<file path="src/rtl/hmu_pkg.sv">
package hmu_pkg;
    // instruction field positions
    localparam int OPC_LSB = 0;
    localparam int RD_LSB = 7;
    localparam int F3_LSB = 12;
    localparam int RS_SHIFT_LSB = 25;
    localparam int F7_LSB = 25;
    localparam int VSEL_LSB = 30;
    // opcode and function codes
    localparam logic [6:0] OPC_HALF = 7'h5B;
    localparam logic [6:0] OPC_WORD = 7'h2B;
    localparam logic [2:0] F3_UMUL = 3'h5;
    localparam logic [2:0] F3_SMUL = 3'h4;
    localparam logic [2:0] F3_UMAC = 3'h7;
    localparam logic [2:0] F3_SMAC = 3'h6;
    localparam logic [2:0] F3_WORD = 3'h3;
    localparam logic [6:0] F7_MAC = 7'h48;
    localparam logic [6:0] F7_MSU = 7'h49;
    // variant select codes
    localparam logic [1:0] VSEL_LOW = 2'h0;
    localparam logic [1:0] VSEL_HIGH = 2'h1;
    localparam logic [1:0] VSEL_RLOW = 2'h2;
    localparam logic [1:0] VSEL_RHIGH = 2'h3;
    // reset values of the result port
    localparam logic [31:0] RST_DATA = 32'h0000_0000;
    localparam logic [4:0] RST_DEST = 5'h00;
endpackage

</file>
<file path="src/rtl/hmu_unit.sv">
// Operation
// - the custom multiply and accumulate operations exist only when pulp_ext_enable is 1.
// - unsigned low multiply zero-extends both low halves, multiplies, shifts right logically.
// - high variants use bits 31:16 of both sources, otherwise as the low variant.
// - signed variants sign-extend the halves and shift the product arithmetically.
// - rounding variants add two to the shift minus one first, zero when shift is 0.
// - plain forms are the shifting forms with shift 0, giving the full product.
// - half accumulate adds the destination value before the shift and writes it back.
// - signed accumulate sign-extends and shifts arithmetically, unsigned uses zero and logical.
// - rounding accumulate adds destination and rounding addend before the shift.
// - half forms use opcode 101 1011, shift in bits 29:25, variant in bits 31:30.
// - funct3 101 is unsigned multiply, 100 signed multiply.
// - funct3 111 is unsigned accumulate, 110 signed accumulate.
// - word forms use opcode 010 1011, funct3 011, funct7 100 1000 add, 100 1001 subtract.
`timescale 1ns/10ps
`default_nettype none
module hmu_unit #(
    parameter int pulp_ext_enable = 1
) (
    input wire logic mclk,
    input wire logic srst,
    input wire logic in_valid,
    input wire logic [31:0] instr,
    input wire logic [31:0] rs1_val,
    input wire logic [31:0] rs2_val,
    input wire logic [31:0] rd_val,
    output logic res_valid,
    output logic res_illegal,
    output logic [31:0] res_data,
    output logic [4:0] res_dest
);
    // field extraction
    logic [6:0] opcode;
    logic [2:0] funct3;
    logic [6:0] funct7;
    logic [1:0] variant_select_field;
    logic [4:0] shift_imm;
    logic [4:0] dest;
    assign opcode = instr[hmu_pkg::OPC_LSB +: 7];
    assign funct3 = instr[hmu_pkg::F3_LSB +: 3];
    assign funct7 = instr[hmu_pkg::F7_LSB +: 7];
    assign variant_select_field = instr[hmu_pkg::VSEL_LSB +: 2];
    assign shift_imm = instr[hmu_pkg::RS_SHIFT_LSB +: 5];
    assign dest = instr[hmu_pkg::RD_LSB +: 5];

    // decode of the two families; disabled builds recognise nothing
    function automatic logic hmu_is_half(input logic [31:0] i);
        hmu_is_half = (i[hmu_pkg::OPC_LSB +: 7] == hmu_pkg::OPC_HALF) &&
            i[hmu_pkg::F3_LSB + 2];
    endfunction
    function automatic logic hmu_is_word(input logic [31:0] i);
        hmu_is_word = (i[hmu_pkg::OPC_LSB +: 7] == hmu_pkg::OPC_WORD) &&
            (i[hmu_pkg::F3_LSB +: 3] == hmu_pkg::F3_WORD) &&
            ((i[hmu_pkg::F7_LSB +: 7] == hmu_pkg::F7_MAC) ||
             (i[hmu_pkg::F7_LSB +: 7] == hmu_pkg::F7_MSU));
    endfunction
    logic ext_on;
    logic is_half;
    logic is_word;
    logic known;
    assign ext_on = (pulp_ext_enable == 1);
    assign is_half = ext_on && hmu_is_half(instr);
    assign is_word = ext_on && hmu_is_word(instr);
    assign known = is_half || is_word;

    // variant bits: funct3 bit0 low means signed, bit1 means accumulate
    logic is_signed;
    logic is_mac;
    logic use_high;
    logic use_round;
    assign is_signed = ~funct3[0];
    assign is_mac = funct3[1];
    assign use_high = variant_select_field[0];
    assign use_round = variant_select_field[1];

    // half-word operand select and extension to 17 bits
    logic [15:0] half_a;
    logic [15:0] half_b;
    logic signed [16:0] ext_a;
    logic signed [16:0] ext_b;
    assign half_a = use_high ? rs1_val[31:16] : rs1_val[15:0];
    assign half_b = use_high ? rs2_val[31:16] : rs2_val[15:0];
    assign ext_a = {is_signed & half_a[15], half_a};
    assign ext_b = {is_signed & half_b[15], half_b};

    // 35 bits hold product plus destination plus addend without loss
    logic signed [33:0] half_prod;
    logic signed [34:0] acc_ext;
    logic signed [34:0] round_add;
    logic signed [34:0] half_sum;
    logic signed [34:0] half_shift;
    assign half_prod = ext_a * ext_b;
    assign acc_ext = is_mac ? {{3{is_signed & rd_val[31]}}, rd_val} : 35'h0;
    assign round_add = (use_round && (shift_imm != 5'h00)) ?
        (35'h1 << (shift_imm - 5'h01)) : 35'h0;
    assign half_sum = {half_prod[33], half_prod} + acc_ext + round_add;
    // unsigned sums are never negative, so one arithmetic shift serves both kinds
    assign half_shift = half_sum >>> shift_imm;

    // full-word forms wrap modulo 2^32
    logic [63:0] word_full;
    logic [31:0] word_res;
    assign word_full = rs1_val * rs2_val;
    assign word_res = (funct7 == hmu_pkg::F7_MSU) ?
        (rd_val - word_full[31:0]) : (rd_val + word_full[31:0]);

    logic [31:0] next_data;
    assign next_data = is_word ? word_res :
        (is_half ? half_shift[31:0] : hmu_pkg::RST_DATA);

    // one result per accepted instruction, registered one cycle later
    always_ff @(posedge mclk)
    begin
        if (srst)
        begin
            res_valid <= 1'b0;
            res_illegal <= 1'b0;
            res_data <= hmu_pkg::RST_DATA;
            res_dest <= hmu_pkg::RST_DEST;
        end
        else
        begin
            res_valid <= in_valid && known;
            res_illegal <= in_valid && !known;
            res_data <= in_valid ? next_data : res_data;
            res_dest <= in_valid ? dest : res_dest;
        end
    end

    // independent 64-bit reference values for the checks below
    logic signed [63:0] s1_lo;
    logic signed [63:0] s2_lo;
    logic signed [63:0] s1_hi;
    logic signed [63:0] s2_hi;
    logic signed [63:0] rd_s;
    logic [63:0] rnd;
    logic [63:0] ref_umul_lo;
    logic [63:0] ref_umul_lo_r;
    logic [63:0] ref_umac_lo;
    logic [63:0] ref_umac_hi_r;
    logic signed [63:0] ref_smul_lo;
    logic signed [63:0] ref_smul_hi;
    logic signed [63:0] ref_smac_hi;
    logic [63:0] ref_umul_hi;
    logic signed [63:0] ref_smul_hi_r;
    logic signed [63:0] ref_smac_lo;
    assign s1_lo = {{48{rs1_val[15]}}, rs1_val[15:0]};
    assign s2_lo = {{48{rs2_val[15]}}, rs2_val[15:0]};
    assign s1_hi = {{48{rs1_val[31]}}, rs1_val[31:16]};
    assign s2_hi = {{48{rs2_val[31]}}, rs2_val[31:16]};
    assign rd_s = {{32{rd_val[31]}}, rd_val};
    assign rnd = (shift_imm == 5'h00) ? 64'h0 : (64'h1 << (shift_imm - 5'h01));
    assign ref_umul_lo = ({48'h0, rs1_val[15:0]} * {48'h0, rs2_val[15:0]}) >> shift_imm;
    assign ref_umul_lo_r = ({48'h0, rs1_val[15:0]} * {48'h0, rs2_val[15:0]} + rnd)
        >> shift_imm;
    assign ref_umac_lo = ({48'h0, rs1_val[15:0]} * {48'h0, rs2_val[15:0]} +
        {32'h0, rd_val}) >> shift_imm;
    assign ref_umac_hi_r = ({48'h0, rs1_val[31:16]} * {48'h0, rs2_val[31:16]} +
        {32'h0, rd_val} + rnd) >> shift_imm;
    assign ref_smul_lo = (s1_lo * s2_lo) >>> shift_imm;
    assign ref_smul_hi = (s1_hi * s2_hi) >>> shift_imm;
    assign ref_smac_hi = (s1_hi * s2_hi + rd_s) >>> shift_imm;
    // rounding addend cast signed so the shift stays arithmetic for negative products
    assign ref_umul_hi = ({48'h0, rs1_val[31:16]} * {48'h0, rs2_val[31:16]}) >> shift_imm;
    assign ref_smul_hi_r = (s1_hi * s2_hi + $signed(rnd)) >>> shift_imm;
    assign ref_smac_lo = (s1_lo * s2_lo + rd_s) >>> shift_imm;

    logic half_go;
    logic word_go;
    assign half_go = in_valid && ext_on && (opcode == hmu_pkg::OPC_HALF);
    assign word_go = in_valid && is_word;

    a_ext_gate: assert property (
        @(posedge mclk) disable iff (srst)
        (in_valid && hmu_is_half(instr)) |=> (res_valid == (pulp_ext_enable == 1)))
        else $error("half op accepted against build option");

    a_umul_low: assert property (
        @(posedge mclk) disable iff (srst)
        (half_go && funct3 == hmu_pkg::F3_UMUL && variant_select_field == hmu_pkg::VSEL_LOW)
        |=> (res_valid && res_data == $past(ref_umul_lo[31:0])))
        else $error("unsigned low multiply wrong");

    a_high_half: assert property (
        @(posedge mclk) disable iff (srst)
        (half_go && funct3 == hmu_pkg::F3_SMUL && variant_select_field == hmu_pkg::VSEL_HIGH)
        |=> (res_data == $past(ref_smul_hi[31:0])))
        else $error("signed high multiply wrong");

    a_signed_low: assert property (
        @(posedge mclk) disable iff (srst)
        (half_go && funct3 == hmu_pkg::F3_SMUL && variant_select_field == hmu_pkg::VSEL_LOW)
        |=> (res_data == $past(ref_smul_lo[31:0])))
        else $error("signed low multiply wrong");

    a_round_mul: assert property (
        @(posedge mclk) disable iff (srst)
        (half_go && funct3 == hmu_pkg::F3_UMUL && variant_select_field == hmu_pkg::VSEL_RLOW)
        |=> (res_data == $past(ref_umul_lo_r[31:0])))
        else $error("rounded multiply wrong");

    a_plain_full: assert property (
        @(posedge mclk) disable iff (srst)
        (half_go && funct3 == hmu_pkg::F3_UMUL && shift_imm == 5'h00 &&
         variant_select_field == hmu_pkg::VSEL_LOW)
        |=> (res_data == {16'h0000, $past(rs1_val[15:0])} * {16'h0000, $past(rs2_val[15:0])}))
        else $error("plain multiply not full product");

    a_umac_low: assert property (
        @(posedge mclk) disable iff (srst)
        (half_go && funct3 == hmu_pkg::F3_UMAC && variant_select_field == hmu_pkg::VSEL_LOW)
        |=> (res_data == $past(ref_umac_lo[31:0])))
        else $error("unsigned accumulate wrong");

    a_smac_high: assert property (
        @(posedge mclk) disable iff (srst)
        (half_go && funct3 == hmu_pkg::F3_SMAC && variant_select_field == hmu_pkg::VSEL_HIGH)
        |=> (res_data == $past(ref_smac_hi[31:0])))
        else $error("signed high accumulate wrong");

    a_round_mac: assert property (
        @(posedge mclk) disable iff (srst)
        (half_go && funct3 == hmu_pkg::F3_UMAC && variant_select_field == hmu_pkg::VSEL_RHIGH)
        |=> (res_data == $past(ref_umac_hi_r[31:0])))
        else $error("rounded accumulate wrong");

    a_word_mac: assert property (
        @(posedge mclk) disable iff (srst)
        (word_go && funct7 == hmu_pkg::F7_MAC)
        |=> (res_data == $past(rd_val) + $past(rs1_val) * $past(rs2_val)))
        else $error("word accumulate wrong");

    a_word_msu: assert property (
        @(posedge mclk) disable iff (srst)
        (word_go && funct7 == hmu_pkg::F7_MSU)
        |=> (res_data == $past(rd_val) - $past(rs1_val) * $past(rs2_val)))
        else $error("word subtract wrong");

    a_dest_index: assert property (
        @(posedge mclk) disable iff (srst)
        (in_valid && known) |=> (res_valid && res_dest == $past(dest)))
        else $error("destination index lost");

    a_half_class: assert property (
        @(posedge mclk) disable iff (srst)
        (half_go && funct3[2]) |=> (res_valid && !res_illegal))
        else $error("half funct3 not accepted");

    a_word_class: assert property (
        @(posedge mclk) disable iff (srst)
        (in_valid && opcode == hmu_pkg::OPC_WORD && funct3 == hmu_pkg::F3_WORD &&
         funct7 != hmu_pkg::F7_MAC && funct7 != hmu_pkg::F7_MSU) |=> res_illegal)
        else $error("foreign word op accepted");

    a_wide_sum: assert property (
        @(posedge mclk) disable iff (srst)
        (half_go && funct3 == hmu_pkg::F3_UMAC && variant_select_field == hmu_pkg::VSEL_LOW &&
         shift_imm == 5'h01 && rd_val == 32'hFFFF_FFFF && rs1_val[15:0] == 16'hFFFF &&
         rs2_val[15:0] == 16'hFFFF) |=> res_data[31])
        else $error("carry lost before shift");

    a_word_gate: assert property (
        @(posedge mclk) disable iff (srst)
        (in_valid && hmu_is_word(instr)) |=> (res_valid == (pulp_ext_enable == 1)))
        else $error("word op accepted against build option");

    a_umul_high: assert property (
        @(posedge mclk) disable iff (srst)
        (half_go && funct3 == hmu_pkg::F3_UMUL && variant_select_field == hmu_pkg::VSEL_HIGH)
        |=> (res_valid && res_data == $past(ref_umul_hi[31:0])))
        else $error("unsigned high multiply wrong");

    a_round_zero: assert property (
        @(posedge mclk) disable iff (srst)
        (half_go && funct3 == hmu_pkg::F3_SMUL && variant_select_field == hmu_pkg::VSEL_RLOW &&
         shift_imm == 5'h00) |=> (res_data == $past(ref_smul_lo[31:0])))
        else $error("rounding addend not zero at shift 0");

    a_smul_round: assert property (
        @(posedge mclk) disable iff (srst)
        (half_go && funct3 == hmu_pkg::F3_SMUL && variant_select_field == hmu_pkg::VSEL_RHIGH)
        |=> (res_data == $past(ref_smul_hi_r[31:0])))
        else $error("signed rounded high multiply wrong");

    a_smac_low: assert property (
        @(posedge mclk) disable iff (srst)
        (half_go && funct3 == hmu_pkg::F3_SMAC && variant_select_field == hmu_pkg::VSEL_LOW)
        |=> (res_valid && res_data == $past(ref_smac_lo[31:0])))
        else $error("signed low accumulate wrong");

    a_one_answer: assert property (
        @(posedge mclk) disable iff (srst)
        in_valid |=> (res_valid != res_illegal))
        else $error("instruction without exactly one answer");

    a_idle_quiet: assert property (
        @(posedge mclk) disable iff (srst)
        (!in_valid) |=> (!res_valid && !res_illegal && $stable(res_data) && $stable(res_dest)))
        else $error("result changed with no instruction");
endmodule
`default_nettype wire

</file>
<file path="config.mk">
export PLATFORM = sky130hd
export DESIGN_NAME = hmu_unit
export DESIGN_NICKNAME = d
export VERILOG_FILES = /design/src/rtl/hmu_pkg.sv /design/src/rtl/hmu_unit.sv
export SDC_FILE = /design/constraint.sdc
export NUM_CORES = 2
export LEC_CHECK = 0
export ABC_AREA = 1
export BUFFER_PORTS_ARGS = -buffer_cell sky130_fd_sc_hd__buf_2
export CORE_ASPECT_RATIO = 1.75
export CORE_UTILIZATION = 30
export DETAILED_ROUTE_END_ITERATION = 10
export PLACE_DENSITY_LB_ADDON = 0.1
export SETUP_SLACK_MARGIN = 0.1
export SKIP_LAST_GASP = 1
export SYNTH_ARGS = -nofsm -noshare
export SYNTH_HDL_FRONTEND = slang
export SYNTH_SLANG_ARGS = --single-unit
</file>
<file path="constraint.sdc">
create_clock -name mclk -period 22 [get_ports mclk]
set_input_delay 1.1 -clock mclk [delete_from_list [all_inputs] [get_ports mclk]]
set_output_delay 1.1 -clock mclk [all_outputs]
set_load 0.1 [all_outputs]
</file>
Word level (Yosys, flattened, before mapping)

Index checks and enable logic that the tools add are counted.

Multiplexer cells: 7
Shift operators: 2
Reductions and logical operators: 10
Bitwise operators: 4
Div/mod/pow operators: 0
Multipliers: 2
Add/subtract/negate cells: 5
Order comparisons: 0
Eq/ne operators: 5

Operators by type and width:

| cell                 | number |
|---|---|
| $mux 32              | 3 |
| $add 35x35->35       | 2 |
| $mux 35              | 2 |
| $shl 1x5->35 const A | 1 |
| $sshr 35x5->32       | 1 |
| $mul 17x17->34       | 1 |
| $add 32x32->32       | 1 |
| $mul 32x32->32       | 1 |
| $mux 16              | 2 |
| $sub 32x32->32       | 1 |
| $eq 7x7->1 const B   | 3 |
| $eq 7x6->1 const B   | 1 |
| $logic_and 1x1->1    | 6 |
| $reduce_bool 5->1    | 1 |
| $sub 5x1->5 const B  | 1 |
| $and 1x1->1          | 3 |
| $eq 3x2->1 const B   | 1 |
| $logic_or 1x1->1     | 2 |
| $logic_not 1->1      | 1 |
| $not 1->1            | 1 |

Memories: 0
Bits of input ports: 131
Memory bits (writable): 0
Bits in latches: 0
Memory bits (read-only): 0
Bits in registers: 39

Depth between registers and ports, before layout

Word-level depth: 8
Gate-level depth with buffers: 60
Depth with buffers taken out: 57

Worst setup path after synthesis

OpenSTA, ideal clock, no wires.

Path kind: input -> register
Start: input port instr[30]
End: register res_data[31]
Stages: 52
Slack: 12273 ps
Arrival time: 9618 ps
Path through: clkbuf_1 -> inv_1 -> clkbuf_1 -> clkbuf_1 -> or2_2 -> o21ai_1 -> clkinv_1 -> nand2_1 -> fa_1 -> fa_1 -> fa_1 -> fa_1 -> inv_1 -> fa_1 -> inv_1 -> fa_1 -> inv_1 -> ha_1 -> [16 not listed] -> nor2_1 -> inv_1 -> nor3_1 -> nand2_1 -> nand2_1 -> nand2_1 -> nand2_1 -> nand2_1 -> nand3_1 -> nand3_1 -> nand2_1 -> nand2_1 -> nand2_1 -> nand2_1 -> nand2_1 -> nand3_1 -> nand2_1 -> inv_1

Longest elaborated chain between the ends: 8
Elaborated cells between the ends (all ways): 15
Those cells by class: 2 x add/sub; 1 x mul; 2 x eq/ne; 1 x shift; 5 x mux; 2 x bitwise; 2 x reduce/logical

RTL lines:

| element                        | RTL line                       | source |
|---|---|---|
| from (decl)                    | hmu_unit.sv:23                 | `input wire logic [31:0] instr,` |
| $mux 16 (on tied branches)     | hmu_unit.sv:81, hmu_unit.sv:82 |  |
| $and 1x1->1 (on tied branches) | hmu_unit.sv:83, hmu_unit.sv:84 |  |
| $mul 17x17->34                 | hmu_unit.sv:92                 | `assign half_prod = ext_a * ext_b;` |
| $add 35x35->35 (2 in series)   | hmu_unit.sv:96                 | `assign half_sum = {half_prod[33], half_prod} + acc_ext + round_add;` |
| $sshr 35x5->32                 | hmu_unit.sv:98                 | `assign half_shift = half_sum >>> shift_imm;` |
| $mux 32                        | hmu_unit.sv:109                | `(is_half ? half_shift[31:0] : hmu_pkg::RST_DATA);` |
| $mux 32 (*)                    | hmu_unit.sv:108                | `assign next_data = is_word ? word_res :` |
| to (signal assigned)           | hmu_unit.sv:118                | `res_data <= hmu_pkg::RST_DATA;` |
| to (signal assigned)           | hmu_unit.sv:125                | `res_data <= in_valid ? next_data : res_data;` |
| to (decl)                      | hmu_unit.sv:29                 | `output logic [31:0] res_data,` |

Mark *: on every way between the ends. The rest lies on a longest branch, timed or not.
A chain may end at the register's enable or synchronous reset.

Worst setup path in the final report

Same ends and word-level chain as after synthesis.

==> metrics.txt <==
H-tree depth=2; Horiz. Die Dim=268 um; dpl hpwl=125000 um; GRT Resource Usage Total=24.0%; largest net degree at the start of global routing=67; cts bufs inserted=5; die area=125000 um2; Initial DRC Count=1778; gr ovfl total=0; crit path max-delay cell type=nor2_1; Final min period=11.96 ns; clk sink count=39; worst skew pair latency=0.28 ns; number of enable flip-flop cells after synthesis=0; synth unique cells=60; # diodes=0; fmax=0.0836 GHz; DRT Wirelength=147000 um; WP data arrival=12.15 ns; Slew headroom=30.3%; setup bufs post-CTS=0; Post-CTS Resized=0; post-synth top area share=39.7%; Worst Max-Slew Pin Slew=1.04 ns; IO buf count=159; CTS tree=built; largest cells by area after synthesis=fa_1, inv_1, nand2_1; clk root buf=clkbuf_16; met3 Usage GRT=0.967%; sequential area share after synthesis=2.10%; drt wl/cell=21.0 um; initial antenna violation count=3; Slew Limit Fails=0; syn_nets=6468; die height=468 um; cts hold-fix bufs=0; number of remaining DRC errors=0; Worst Clk Skew=0 ns; crit path launch=instr[30]; most common cell in the netlist=inv_1; Std-Cell Rows=170; Synth Instances=5325; top_reg_cell synth=dfxtp_1; Yosys top cell by area=fa_1; number of global-route vias before repair=36600; # setup viols final=0; HP Start=res_dest[3]; Ports=170; final hold vios=0; layout cells sized above 1=5.92%; core area=123000 um2; Worst Setup Path Type=input port to flip-flop; CTS Buffer Depth=2; WP data required=22.19 ns; Via-to-Cell Ratio=4.79; reg2reg setup slack=21.27 ns; Yosys reg bits=39; peak fanout along the critical path=35; clock transition at the registers of the reported paths=0.07 ns; Startpoint Class=input port; Via Count=33500; Async SR Flop Fraction=0%; worst min-delay path category=flip-flop to flip-flop; post-route ant nets=0; FF-to-FF Start=res_data[1]; Mean Syn Cell Area=6.98 um2; Initial DRT Pass Iterations=6; Post-synth top cells=inv_1, nand2_1, fa_1; dpl cells=6995; Final Cycle Share=54.3%; nets=6511; Crit path top cell by count=nand2_1; CP endpoint kind=flip-flop; run status=finished, final reports clean; crit-path max cell delay=0.78 ns; setup TNS=0 ns; met2 track demand over resource=47.8%; Most Crowded Layer GR=met2; RD Place Congestion=0.922; met1 Usage GRT=24.3%; fin cells=7003; Yosys warnings=0; first-pass GRT wire length=222000 um; Post-Syn Area=37200 um2; maxcap violations=0; RSZ-0062 raised after global routing=no; initial cell density of the core=30.3%; Area growth syn-to-layout=7.45%
[sequential cells by signal (all words and copies together) (netlist names)]
signal / flops
res_data: 32
res_dest: 5
res_illegal: 1
res_valid: 1
[critical path, delay by kind of cell]
| kind | cells | cell delay, ns |
|---|---|---|
| AOI/OAI and AO/OA | 6 | 1.05 |
| xor gates and xnor gates | 1 | 0.13 |
| adders and majority gates | 9 | 4.23 |
| buffers and inverters | 10 | 1.93 |
| and+or+nand+nor | 19 | 3.61 |
[path summary, 6_finish.rpt]
path,to,cells past startpoint
worst min register to register,res_dest[3],2
worst max-delay path,res_data[31],45
worst min-delay path,res_dest[3],2
worst max register to register,res_data[1],2
[layer usage]
layer	wire, um	vias to the layer above
li1	-	15800
met1	51600	16600
met2	81400	778
met3	3510	271
met4	10300	4
met5	22	-
[cells by family (layout without fill, tap and decap cells)]
group	Yosys count	count (layout)	synth area share, %
AOI/OAI and AO/OA	465	465	6.90
xor gates and xnor gates	97	97	2.36
adders and majority gates	1012	1012	48.9
buffers and inverters	1552	1596	15.7
DFF	39	39	2.10
muxes	4	4	0.108
other	1	1	0.0101
and+or+nand+nor	2155	2155	23.9
[cell type report]
type / instances / area (um2)
fillers: 13700 / 82800
multi-input cells: 3734 / 30600
inverters: 1366 / 5130
well taps: 1634 / 2040
repair buffers: 222 / 1270
flip-flops and latches: 39 / 781
clock buffers: 5 / 125
clock inverters: 3 / 43.8
[layout by cell type (no fill, tap or decap), drive strengths merged, types with 2 or more instances in the layout]
cell type,Yosys,final
ha,275,275
o21a,7,7
o21ai,206,206
a21oi,169,169
a31oi,33,33
nor3,33,33
a22oi,2,2
inv,1353,1353
xor2,62,62
buf,44,222
o21bai,11,11
and2,3,3
clkinv,13,15
a21boi,11,11
nor2,374,374
nand2,1335,1335
nor4,9,9
clkbuf,142,5
a211oi,5,5
nand3,301,301
o31ai,3,3
nand3b,12,12
mux2i,4,4
xnor2,35,35
dfxtp,39,39
nand4,40,40
o211ai,6,6
fa,737,737
a21o,5,5
or2,46,46
[through the flow]
step	worst slack, ns	util (%)	hold WS [ns]	cell area (um2)
after floorplan	12.27	-	0.982	37200
after global routing	9.46	32.6	0.535	40000
after CTS	10.07	32.6	0.499	40000
after global placement	9.76	32.4	0.471	39800
after detailed placement	9.78	32.4	0.481	39800
final	10.04	32.6	0.493	40000
Power is not shown: default switching activity piles up to over one toggle a cycle in this logic, so the estimate is an artifact.
